### src/design/ccd_seq_pkg.sv
// Functional notes
// - Shutter pulse on the substrate lasts at least 10 us; nominal 25 us.
// - Integration from shutter end to photodiode transfer is never below 0.1 ms.
// - Photodiode-to-vertical transfer pulse lasts at least 4 us; nominal 5 us.
// - Each vertical phase pulse of a line shift lasts at least 2 us; nominal 2.5 us.
// - Dual mode register A to B transfer pulse lasts at least 2 us; nominal 2.5 us.
// - Keep at least 1 us between shutter pulse and horizontal clocking.
// - Single register mode holds register B phase one low, never toggled.
// - Without shutter, integration equals the full frame period between transfers.
// - Fast dump gate stays at its static disable level when dumping is unused.
package ccd_seq_pkg;

   // ***************************************************************
   // Clock and widths
   // ***************************************************************
   localparam int CLK_NS = 40;
   localparam int NS_PER_US = 1000;
   localparam int TCNT_W = 12;
   localparam int CNT_W = 10;
   localparam int DATA_W = 14;
   localparam int US_W = 16;

   // ***************************************************************
   // Timing figures and derived cycle counts
   // ***************************************************************
   localparam int SHUTTER_NS = 25000;
   localparam int INTEG_MIN_NS = 100000;
   localparam int XFER_NS = 5000;
   localparam int VPULSE_NS = 2500;
   localparam int AB_NS = 2500;
   localparam int RD_DELAY_NS = 10000;
   localparam int HDELAY_NS = 2500;
   localparam int VDELAY_NS = 25;
   localparam int ES_GAP_NS = 1000;

   localparam logic [TCNT_W-1:0] SHUTTER_CYC = TCNT_W'((SHUTTER_NS + CLK_NS - 1) / CLK_NS);
   localparam logic [TCNT_W-1:0] XFER_CYC = TCNT_W'((XFER_NS + CLK_NS - 1) / CLK_NS);
   localparam logic [TCNT_W-1:0] VPULSE_CYC = TCNT_W'((VPULSE_NS + CLK_NS - 1) / CLK_NS);
   localparam logic [TCNT_W-1:0] AB_CYC = TCNT_W'((AB_NS + CLK_NS - 1) / CLK_NS);
   localparam logic [TCNT_W-1:0] RD_DELAY_CYC = TCNT_W'((RD_DELAY_NS + CLK_NS - 1) / CLK_NS);
   localparam logic [TCNT_W-1:0] HDELAY_CYC = TCNT_W'((HDELAY_NS + CLK_NS - 1) / CLK_NS);
   localparam logic [TCNT_W-1:0] VDELAY_CYC = TCNT_W'((VDELAY_NS + CLK_NS - 1) / CLK_NS);
   localparam logic [TCNT_W-1:0] ES_GAP_CYC = TCNT_W'((ES_GAP_NS + CLK_NS - 1) / CLK_NS);
   localparam logic [4:0] US_CYC = 5'(NS_PER_US / CLK_NS);
   localparam logic [US_W-1:0] INTEG_MIN_US = US_W'(INTEG_MIN_NS / NS_PER_US);
   localparam logic [US_W-1:0] INTEG_MIN_CYC = US_W'(INTEG_MIN_NS / CLK_NS);

   // ***************************************************************
   // Pixel phases and static levels
   // ***************************************************************
   localparam logic [1:0] PH_RESET = 2'h0;
   localparam logic [1:0] PH_CLAMP = 2'h1;
   localparam logic [1:0] PH_SHIFT = 2'h2;
   localparam logic [1:0] PH_SAMPLE = 2'h3;
   localparam logic FDG_DISABLE = 1'b0;

   localparam logic [CNT_W-1:0] LINES_DEF = 10'h1f4;
   localparam logic [CNT_W-1:0] PIXELS_DEF = 10'h2bc;

   typedef enum logic [3:0] {
      ST_IDLE    = 4'h0,
      ST_ES_GAP  = 4'h1,
      ST_SHUTTER = 4'h2,
      ST_INTEG   = 4'h3,
      ST_XFER    = 4'h4,
      ST_RDELAY  = 4'h5,
      ST_V1      = 4'h6,
      ST_V2      = 4'h7,
      ST_AB      = 4'h8,
      ST_HDELAY  = 4'h9,
      ST_PIXEL   = 4'ha,
      ST_VDELAY  = 4'hb
   } state_t;

endpackage

### src/design/ccd_readout_seq.sv
`timescale 1ns/10ps
module ccd_readout_seq #(
   parameter logic [ccd_seq_pkg::CNT_W-1:0] N_LINES  = ccd_seq_pkg::LINES_DEF,
   parameter logic [ccd_seq_pkg::CNT_W-1:0] N_PIXELS = ccd_seq_pkg::PIXELS_DEF
) (
   input  wire logic                          clk_i,
   input  wire logic                          rstn_i,
   input  wire logic                          start_i,
   input  wire logic                          run_i,
   input  wire logic                          shutter_en_i,
   input  wire logic                          dual_reg_i,
   input  wire logic [ccd_seq_pkg::US_W-1:0]   integ_us_i,
   input  wire logic [ccd_seq_pkg::DATA_W-1:0] adc_data_i,
   input  wire logic                          pix_ready_i,
   output logic                               vertical_phase_one_o,
   output logic                               vertical_phase_two_o,
   output logic                               pd_xfer_o,
   output logic                               horiz_reg_a_phase_one_o,
   output logic                               horiz_reg_b_phase_one_o,
   output logic                               horiz_phase_two_o,
   output logic                               reg_ab_xfer_o,
   output logic                               reset_gate_o,
   output logic                               clamp_o,
   output logic                               sample_o,
   output logic                               substrate_shutter_o,
   output logic                               fast_line_dump_gate_o,
   output logic                               busy_o,
   output logic                               pix_valid_o,
   output logic [ccd_seq_pkg::DATA_W-1:0]      pix_data_o,
   output logic                               pix_last_o
);
   import ccd_seq_pkg::*;

   // ***************************************************************
   // Helpers
   // ***************************************************************
   function automatic logic [TCNT_W-1:0] dur(input state_t s);
      case (s)
         ST_ES_GAP:  dur = ES_GAP_CYC;
         ST_SHUTTER: dur = SHUTTER_CYC;
         ST_XFER:    dur = XFER_CYC;
         ST_RDELAY:  dur = RD_DELAY_CYC;
         ST_V1:      dur = VPULSE_CYC;
         ST_V2:      dur = VPULSE_CYC;
         ST_AB:      dur = AB_CYC;
         ST_HDELAY:  dur = HDELAY_CYC;
         ST_VDELAY:  dur = VDELAY_CYC;
         default:    dur = 12'h001;
      endcase
   endfunction

   // Without a shutter the frame goes straight to transfer, so the whole frame integrates.
   function automatic state_t first_state(input logic shut);
      first_state = shut ? ST_ES_GAP : ST_XFER;
   endfunction

   state_t              state_q;
   state_t              state_d;
   logic [TCNT_W-1:0]   timer_q;
   logic [4:0]          div_q;
   logic [US_W-1:0]     integ_cnt_q;
   logic [US_W-1:0]     integ_tgt_q;
   logic                dual_q;
   logic [CNT_W-1:0]    line_q;
   logic [CNT_W-1:0]    pix_q;
   logic [1:0]          ph_q;
   logic                t_done;
   logic                us_tick;
   logic                integ_done;
   logic                last_line;
   logic                last_pix;
   logic                buf_ready;
   logic                push;
   logic                frame_start;
   logic [DATA_W:0]     buf_out;

   assign t_done = (timer_q == '0);
   assign us_tick = (div_q == US_CYC - 5'h01);
   assign integ_done = us_tick && (integ_cnt_q == integ_tgt_q - 16'h0001);
   assign last_line = (line_q == N_LINES - 10'h001);
   assign last_pix = (pix_q == N_PIXELS - 10'h001);
   assign push = (state_q == ST_PIXEL) && (ph_q == PH_SAMPLE) && buf_ready;
   // Only leaving idle or the last line's end starts a frame; the end of any other line must not retake modes.
   assign frame_start = (state_q != state_d)
                        && (state_q == ST_IDLE || (state_q == ST_VDELAY && last_line));

   // ***************************************************************
   // Frame, line and pixel sequencing
   // ***************************************************************
   always_comb begin
      state_d = state_q;
      case (state_q)
         ST_IDLE: if (start_i) state_d = first_state(shutter_en_i);
         ST_ES_GAP: if (t_done) state_d = ST_SHUTTER;
         ST_SHUTTER: if (t_done) state_d = ST_INTEG;
         ST_INTEG: if (integ_done) state_d = ST_XFER;
         ST_XFER: if (t_done) state_d = ST_RDELAY;
         ST_RDELAY: if (t_done) state_d = ST_V1;
         ST_V1: if (t_done) state_d = ST_V2;
         ST_V2: if (t_done) state_d = dual_q ? ST_AB : ST_HDELAY;
         ST_AB: if (t_done) state_d = ST_HDELAY;
         ST_HDELAY: if (t_done) state_d = ST_PIXEL;
         ST_PIXEL: if (push && last_pix) state_d = ST_VDELAY;
         ST_VDELAY: begin
            if (t_done) begin
               if (!last_line) state_d = ST_V1;
               else if (run_i) state_d = first_state(shutter_en_i);
               else state_d = ST_IDLE;
            end
         end
         default: state_d = ST_IDLE;
      endcase
   end

   always_ff @(posedge clk_i or negedge rstn_i) begin
      if (!rstn_i) state_q <= ST_IDLE;
      else state_q <= state_d;
   end

   always_ff @(posedge clk_i or negedge rstn_i) begin
      if (!rstn_i) timer_q <= '0;
      else if (state_d != state_q) timer_q <= dur(state_d) - 12'h001;
      else if (!t_done) timer_q <= timer_q - 12'h001;
   end

   // Modes are taken only at frame start; a change mid-frame would tear the image.
   always_ff @(posedge clk_i or negedge rstn_i) begin
      if (!rstn_i) begin
         dual_q <= 1'b0;
         integ_tgt_q <= INTEG_MIN_US;
      end else if (frame_start) begin
         dual_q <= dual_reg_i;
         integ_tgt_q <= (integ_us_i < INTEG_MIN_US) ? INTEG_MIN_US : integ_us_i;
      end
   end

   // The microsecond divider restarts on entry so the wait is exact, not off by a tick.
   always_ff @(posedge clk_i or negedge rstn_i) begin
      if (!rstn_i) begin
         div_q <= '0;
         integ_cnt_q <= '0;
      end else if (state_q != ST_INTEG) begin
         div_q <= '0;
         integ_cnt_q <= '0;
      end else if (us_tick) begin
         div_q <= '0;
         integ_cnt_q <= integ_cnt_q + 16'h0001;
      end else begin
         div_q <= div_q + 5'h01;
      end
   end

   always_ff @(posedge clk_i or negedge rstn_i) begin
      if (!rstn_i) line_q <= '0;
      else if (state_q == ST_XFER) line_q <= '0;
      else if (state_q == ST_VDELAY && t_done) line_q <= line_q + 10'h001;
   end

   // A stalled receiver freezes the pixel in its sample phase, stretching the clock.
   always_ff @(posedge clk_i or negedge rstn_i) begin
      if (!rstn_i) begin
         ph_q <= PH_RESET;
         pix_q <= '0;
      end else if (state_q != ST_PIXEL) begin
         ph_q <= PH_RESET;
         pix_q <= '0;
      end else if (ph_q != PH_SAMPLE || push) begin
         ph_q <= ph_q + 2'h1;
         if (push) pix_q <= pix_q + 10'h001;
      end
   end

   // ***************************************************************
   // Pin drivers
   // ***************************************************************
   always_ff @(posedge clk_i or negedge rstn_i) begin
      if (!rstn_i) begin
         vertical_phase_one_o <= 1'b0;
         vertical_phase_two_o <= 1'b0;
         pd_xfer_o <= 1'b0;
         horiz_reg_a_phase_one_o <= 1'b0;
         horiz_reg_b_phase_one_o <= 1'b0;
         horiz_phase_two_o <= 1'b0;
         reg_ab_xfer_o <= 1'b0;
         reset_gate_o <= 1'b0;
         clamp_o <= 1'b0;
         sample_o <= 1'b0;
         substrate_shutter_o <= 1'b0;
         fast_line_dump_gate_o <= FDG_DISABLE;
         busy_o <= 1'b0;
      end else begin
         vertical_phase_one_o <= (state_q == ST_V1);
         vertical_phase_two_o <= (state_q == ST_V2);
         pd_xfer_o <= (state_q == ST_XFER);
         horiz_reg_a_phase_one_o <= (state_q == ST_PIXEL) && !ph_q[1];
         horiz_reg_b_phase_one_o <= dual_q && (state_q == ST_PIXEL) && !ph_q[1];
         horiz_phase_two_o <= (state_q == ST_PIXEL) && ph_q[1];
         reg_ab_xfer_o <= (state_q == ST_AB);
         reset_gate_o <= (state_q == ST_PIXEL) && (ph_q == PH_RESET);
         clamp_o <= (state_q == ST_PIXEL) && (ph_q == PH_CLAMP);
         sample_o <= (state_q == ST_PIXEL) && (ph_q == PH_SAMPLE);
         substrate_shutter_o <= (state_q == ST_SHUTTER);
         fast_line_dump_gate_o <= FDG_DISABLE;
         busy_o <= (state_q != ST_IDLE);
      end
   end

   pix_skid_buf pix_skid_buf_inst (
      .clk_i       (clk_i),
      .rstn_i      (rstn_i),
      .in_valid_i  (push),
      .in_data_i   ({last_pix, adc_data_i}),
      .in_ready_o  (buf_ready),
      .out_valid_o (pix_valid_o),
      .out_data_o  (buf_out),
      .out_ready_i (pix_ready_i)
   );

   assign pix_data_o = buf_out[DATA_W-1:0];
   assign pix_last_o = buf_out[DATA_W];

   logic [4:0]         pv;
   logic [TCNT_W-1:0]  len_q [5];
   logic [US_W-1:0]    since_shut_q;
   logic [US_W-1:0]    since_xfer_q;
   logic [US_W-1:0]    since_h_q;
   logic               shut_seen_q;

   assign pv = {reg_ab_xfer_o, vertical_phase_two_o, vertical_phase_one_o,
                pd_xfer_o, substrate_shutter_o};

   for (genvar i = 0; i < 5; i++) begin : g_len
      always_ff @(posedge clk_i or negedge rstn_i) begin
         if (!rstn_i) len_q[i] <= '0;
         else if (!pv[i]) len_q[i] <= '0;
         else if (len_q[i] != '1) len_q[i] <= len_q[i] + 12'h001;
      end
   end

   always_ff @(posedge clk_i or negedge rstn_i) begin
      if (!rstn_i) begin
         since_shut_q <= '0;
         since_xfer_q <= '1;
         since_h_q <= '1;
         shut_seen_q <= 1'b0;
      end else begin
         since_shut_q <= substrate_shutter_o ? '0 :
                         (since_shut_q == '1 ? since_shut_q : since_shut_q + 16'h0001);
         since_xfer_q <= pd_xfer_o ? '0 :
                         (since_xfer_q == '1 ? since_xfer_q : since_xfer_q + 16'h0001);
         since_h_q <= (horiz_reg_a_phase_one_o || horiz_phase_two_o) ? '0 :
                      (since_h_q == '1 ? since_h_q : since_h_q + 16'h0001);
         if (substrate_shutter_o) shut_seen_q <= 1'b1;
         else if (pd_xfer_o) shut_seen_q <= 1'b0;
      end
   end
endmodule

### src/design/pix_skid_buf.sv
`timescale 1ns/10ps
module pix_skid_buf (
   input  wire logic                        clk_i,
   input  wire logic                        rstn_i,
   input  wire logic                        in_valid_i,
   input  wire logic [ccd_seq_pkg::DATA_W:0] in_data_i,
   output logic                             in_ready_o,
   output logic                             out_valid_o,
   output logic      [ccd_seq_pkg::DATA_W:0] out_data_o,
   input  wire logic                        out_ready_i
);
   import ccd_seq_pkg::*;

   logic              skid_v_q;
   logic [DATA_W:0]   skid_q;
   logic              push;
   logic              pop;

   // Ready comes from the skid flag so the source never sees a combinational path.
   assign in_ready_o = !skid_v_q;
   assign push = in_valid_i && !skid_v_q;
   assign pop = out_valid_o && out_ready_i;

   always_ff @(posedge clk_i or negedge rstn_i) begin
      if (!rstn_i) begin
         out_valid_o <= 1'b0;
         out_data_o <= '0;
         skid_v_q <= 1'b0;
         skid_q <= '0;
      end else if (pop) begin
         if (skid_v_q) begin
            out_data_o <= skid_q;
            skid_v_q <= 1'b0;
         end else begin
            out_valid_o <= push;
            out_data_o <= in_data_i;
         end
      end else if (push) begin
         if (!out_valid_o) begin
            out_valid_o <= 1'b1;
            out_data_o <= in_data_i;
         end else begin
            skid_v_q <= 1'b1;
            skid_q <= in_data_i;
         end
      end
   end

endmodule

### config.mk
export PLATFORM = sky130hd
export DESIGN_NAME = ccd_readout_seq
export DESIGN_NICKNAME = d
export VERILOG_FILES = /design/src/design/ccd_seq_pkg.sv /design/src/design/ccd_readout_seq.sv /design/src/design/pix_skid_buf.sv
export SDC_FILE = /design/constraint.sdc
export NUM_CORES = 1
export LEC_CHECK = 0
export BUFFER_PORTS_ARGS = -buffer_cell sky130_fd_sc_hd__buf_2
export CAP_MARGIN = 25
export CORE_ASPECT_RATIO = 0.6
export CORE_MARGIN = 5
export CORE_UTILIZATION = 38
export CTS_CLUSTER_DIAMETER = 150
export DETAILED_ROUTE_END_ITERATION = 12
export HOLD_SLACK_MARGIN = 0.12
export SLEW_MARGIN = 40
export SYNTH_ARGS = -nofsm -noshare
export SYNTH_HDL_FRONTEND = slang
export SYNTH_SLANG_ARGS = --single-unit
### constraint.sdc
create_clock -name clk_i -period 6.5 [get_ports clk_i]
set_input_delay 0.325 -clock clk_i [delete_from_list [all_inputs] [get_ports clk_i]]
set_output_delay 0.325 -clock clk_i [all_outputs]
set_load 0.005 [all_outputs]
# Word level (Yosys, flattened, before mapping)
# Memories as Yosys holds them, arrays and structs flattened.
# Index checks and enable logic that the tools add are counted.
# classes
eq_ne	25
n_bitwise	1
mux	42
n_lt_le_gt_ge	1
reduce_logical	34
addsub	8
# op_table
op	n
2-to-1 mux 15 bit	4
2-to-1 mux 10 bit	5
2-to-1 mux 16 bit	3
2-to-1 mux 4 bit	12
case mux 4 bit (12 select lines)	1
2-to-1 mux 12 bit	3
subtractor 12 x 1 -> 12 bit (second input constant)	2
adder 10 x 1 -> 10 bit (second input constant)	2
adder 16 x 1 -> 16 bit (second input constant)	1
== test 16 bit	1
== test 4 x 3 -> 1 bit (second input constant)	4
== test 4 bit (second input constant)	4
less-than comparator 16 x 7 -> 1 bit (second input constant)	1
subtractor 16 x 1 -> 16 bit (second input constant)	1
logical AND 1 bit	15
logical NOT 12 bit	1
nonzero test 2 bit	6
== test 10 bit (second input constant)	1
== test 10 x 9 -> 1 bit (second input constant)	1
2-to-1 mux 5 bit	2
2-to-1 mux 3 bit	3
== test 4 x 2 -> 1 bit (second input constant)	2
inequality test 4 bit	2
AND reduction 2 bit	4
19 further kinds	30
# totals
mem_count	1
elab_cells	137
rom_bits	144
reg_bits	120
# memory_table
name	depth	word_bits	read_ports	rd_ports_with_merged_regs	write_ports	line	source
(name not given)	16	9	1	0	0	ccd_readout_seq.sv:38	case (s)

# Longest topological paths before layout
# logic_depth
ltp_word	10
mapped_depth	21
mapped_depth_nobuf	20

# Cells and area by module
# A second synthesis with hierarchy kept.
# unflattened
cells_unflattened	643
area_unflattened_um2	6502.5
# by_module_without_submodules
module	cells_each	instances	seq_area_each_um2	area_each_um2
ccd_readout_seq	549	1	2205.9	5151.2
pix_skid_buf	94	1	800.8	1351.3

# Worst setup path after synthesis
# No wires, ideal clock.
# synth_path
kind	register to register
startpoint	reg integ_tgt_q[0]
endpoint	reg timer_q[10]
arrival_time_ns	4.269
path_stages_with_launch	21
n_path_buf	0
setup_time_ns	0.134
path_slack_ns	2.098
t_required_ns	6.366
path_cell_list	dfrtp_1 -> inv_1 -> ha_1 -> or4b_4 -> nor4_1 -> xnor2_1 -> nand4b_1 -> nor4b_4 -> nor2_1 -> a2111oi_0 -> ha_1 -> inv_1 -> a21oi_1 -> nand2_1 -> o21ai_0 -> ha_1 -> nor2b_1 -> inv_1 -> o211a_1 -> a41oi_1 -> o211ai_1
# synth_via
elab_chain_len	9
# synth_lines
item	line	source
start: declaration	ccd_readout_seq.sv:62	logic [US_W-1:0] integ_tgt_q;
start signal: assignment	ccd_readout_seq.sv:133	integ_tgt_q <= (integ_us_i < INTEG_MIN_US) ? INTEG_MIN_US : integ_us_i;
subtractor 16 x 1 -> 16 bit *	ccd_readout_seq.sv:79	assign integ_done = us_tick && (integ_cnt_q == integ_tgt_q - 16'h0001);
== test 16 bit *	ccd_readout_seq.sv:79	
logical AND 1 bit *	ccd_readout_seq.sv:79	
2-to-1 mux 4 bit *	ccd_readout_seq.sv:96	ST_INTEG: if (integ_done) state_d = ST_XFER;
case mux 4 bit (12 select lines) *	ccd_readout_seq.sv:92	case (state_q)
memory (16 x 9 bit)	--	
2-to-1 mux 12 bit	ccd_readout_seq.sv:122	else if (state_d != state_q) timer_q <= dur(state_d) - 12'h001;
subtractor 12 x 1 -> 12 bit	ccd_readout_seq.sv:122	
2-to-1 mux 12 bit	ccd_readout_seq.sv:122	
end signal: assignment	ccd_readout_seq.sv:122	
end signal: assignment	ccd_readout_seq.sv:123	else if (!t_done) timer_q <= timer_q - 12'h001;
end: declaration	ccd_readout_seq.sv:59	logic [TCNT_W-1:0] timer_q;
# Every way passes the cells marked *; elsewhere a longest branch is shown, timed or not. The select of a mux whose other input is x is not followed.
# A chain may end at the register's enable or synchronous reset.

# Worst setup path after layout
# Ends and elaborated chain as after synthesis.

==> qor.yml <==
status: "finished, final reports clean"
crit_arrival_ns: 5.41
synthTopCellsByCount: "dfrtp_1 (117), nor2_1 (81), nand2_1 (48)"
finClkSkew_ns: 0.00943
min_path_cells: 2
numCtsBuffers: 17
postLayoutCoreUtil_pct: 46.4
whs_ns: 0.144
fin_ws_ns: 1.36
stdcell_area_um2: 7630
portBuffers: 64
hp-class: "primary input to flip-flop"
critPathMaxStageDelay_ns: 0.60
start_util_pct: 39.2
wirelength_um: 15800
drv_slew: 0
p_per_area_nw_per_um2: 249
drt-pass1-iter-count: 5
diodes: 0
grt_pass1_wl_um: 26700
placed_area_um2: 6950
dr_total_vias: 5074
endpoint_kind: "flip-flop"
clk_pin_slew_ns: 0.06
drv_cap: 0
cp_top_family: "simple AND/OR/NAND/NOR gates"
hold_viol: 0
io-pin-count: 66
fp.dieW_um: 178
final-setup-viol-count: 0
rsz0062_at_grt: "no"
ys_seq_area_share_pct: 46.7
drt-initial-drc-count: 431
timing.rr.end: "timer_q[10]$_DFFE_PN0P_"
worst_pin_slew_ns: 0.786
syn_nets: 704
tritoncts: "done"
finalCritPeriodShare_pct: 79.1
fillCellCount: 1528
crit_path_start_kind: "flip-flop"
ir_drop_v: 0.000224
max_slew_margin_pct: 46.9
crit_buf_inv: 3
fp.dieArea_um2: 19700
hp-start: "pix_ready_i"
synth-edff-count: 0
drive_gt1_share_pct: 19.4
ys_types: 70
nNetsFinal: 759
cts.sink_count: 120
clock.fmax_mhz: 195
synth_ff_type: "dfrtp_1"
grt_max_degree: 85
gp_congestion: 0.942
synthTopCellsByArea: "dfrtp_1 (45%), nor2_1 (4.7%), xor2_1 (4.5%)"
r2r_start: "integ_tgt_q[0]$_DFFE_PN0P_"
wl_per_cell_um: 16.6
drc: 0
place_hpwl_um: 11500
yosysMostFrequentCell: "dfrtp_1"
ant_nets: 0
synth_seq_cells: 120
synth_area_um2: 6440
cts_root_buffer: "clkbuf_16"
synthArstFlopShare_pct: 100
area_growth_pct: 18.5
setup-tns-final_ns: 0
clock_path_buffers: 2
critical_path.startpoint: "integ_tgt_q[0]$_DFFE_PN0P_"
core_um2: 16400
htree_levels: 4
crit_path_cell_trace: "inv_1 -> ha_1 -> or4b_4 -> nor4_1 -> xnor2_1 -> nand4b_1 -> nor4b_4 -> nor2_1 -> a2111oi_1 -> ha_1 -> inv_1 -> a21oi_1 -> nand2_1 -> o21ai_0 -> ha_1 -> nor2b_1 -> inv_1 -> o211a_1 -> a41oi_1 -> o211ai_1"
synth.avg_cell_area_um2: 9.85
r2r_slack_ns: 1.36
viasPerCell: 5.34
yosys_warnings: 0
die_h_um: 111
crit_slowest_cell: "a2111oi_1"
leakage_uw: 0.00356
register_area_um2: 3010
grt_overflow: 0
antenna_found_initial: 0
grt_pass1_vias: 5121
multi_input_area_um2: 3240
r2r_cells: 20
clk_latency_ns: 0.40
grt.total_usage_pct: 16.7
rows: 36
yosysTopAreaCellShare_pct: 45.4
hold_path_end: "pix_skid_buf_inst.skid_v_q$_DFFE_PN0P_"
synth_top_area_cell: "dfrtp_1"
crit_fanout: 8
path_class: "flip-flop to flip-flop"
crit_required_ns: 6.77
period_needed_ns: 5.14
syn_inst: 654
dp_slack_ns: 1.28
-- stage by stage --
step	instances	power (uW)
detailed placement	917	865
floorplan	654	810
CTS	950	1920
global route	950	1960
finish	950	1900
global placement	916	861
-- kinds of logic after synthesis --
family                   synth area share (%)
buffers and inverters                    3.59
AO/OA/AOI/OAI                            10.4
other                                  0.0582
adder cells (fa/ha/maj)                  2.68
flip-flops                               46.7
XOR/XNOR                                 8.29
AND/OR/NAND/NOR                          20.7
multiplexers                             7.67
-- how the worst max path moves through the flow --
stage | to | slack [ns] | depth (start not counted)
2_1_floorplan | timer_q[10]$_DFFE_PN0P_ | 2.10 | 20
3_3_place_gp | timer_q[10]$_DFFE_PN0P_ | 1.54 | 20
3_5_place_dp | timer_q[10]$_DFFE_PN0P_ | 1.28 | 20
4_1_cts | timer_q[10]$_DFFE_PN0P_ | 1.26 | 20
5_1_grt | timer_q[10]$_DFFE_PN0P_ | 1.06 | 20
6_report | timer_q[10]$_DFFE_PN0P_ | 1.36 | 20
-- cell usage in the layout, fill, tap and decap left out, types with 10 or more instances in the layout --
cell / netlist / layout
a21oi_1: 30 / 30
buf_2: 5 / 63
clkbuf_16: 0 / 17
dfrtp_1: 117 / 117
ha_1: 13 / 13
inv_1: 22 / 22
mux2_2: 19 / 19
mux2i_1: 19 / 19
nand2_1: 48 / 48
nand3_1: 23 / 22
nand4_1: 18 / 18
nor2_1: 81 / 81
nor3_1: 17 / 15
nor4_1: 10 / 10
o21ai_0: 25 / 24
xnor2_1: 28 / 28
xor2_1: 33 / 33
-- power by group --
part / internal (uW) / switching [uW]
Sequential: 765 / 10.1
Clock: 694 / 356
Combinational: 31.6 / 42.6
-- area by class of cell --
cell class / instances / area share, %
Clock buffer: 18 / 5.75
Clock inverter: 14 / 2.90
Inverter: 22 / 1.08
Multi-Input combinational cell: 481 / 42.5
Sequential cell: 120 / 39.4
Tap cell: 228 / 3.74
Timing Repair Buffer: 67 / 4.69
-- per-layer routing --
metal,vias up,global-route usage [%],part of all wire (%)
met4,0,4.38,0.99
met5,-,0,0
met1,2512,25.6,51
met2,124,23.3,44
li1,2423,-,-
met3,15,4.06,4.6
-- flip-flops by register name, indices dropped and copies added (netlist names), 2 cells and up --
| name | count |
|---|---|
| pix_skid_buf_inst.skid_q | 15 |
| state_q | 4 |
| div_q | 5 |
| integ_tgt_q | 16 |
| timer_q | 12 |
| pix_q | 10 |
| ph_q | 2 |
| integ_cnt_q | 16 |
| line_q | 10 |
| pix_skid_buf_inst.out_data_o | 15 |
-- worst reg2reg max path: stages, from the launching register on --
cell,delay [ns]
dfrtp_1,0.44
inv_1,0.08
ha_1,0.23
or4b_4,0.53
nor4_1,0.35
xnor2_1,0.17
nand4b_1,0.18
nor4b_4,0.46
nor2_1,0.12
a2111oi_1,0.60
ha_1,0.28
inv_1,0.05
a21oi_1,0.16
nand2_1,0.08
o21ai_0,0.10
ha_1,0.35
nor2b_1,0.26
inv_1,0.09
o211a_1,0.22
a41oi_1,0.17
o211ai_1,0.11
-- repair_timing --
| item | 4_1_cts | 5_1_grt |
|---|---|---|
| resized for setup | 0 | 0 |
| hold buffers | 1 | 0 |
| endpoints found under the hold margin | 36 | 0 |
| setup buffers | 0 | 0 |
| setup endpoints to repair | 0 | 0 |
Power figures use the tool's default switching activity.
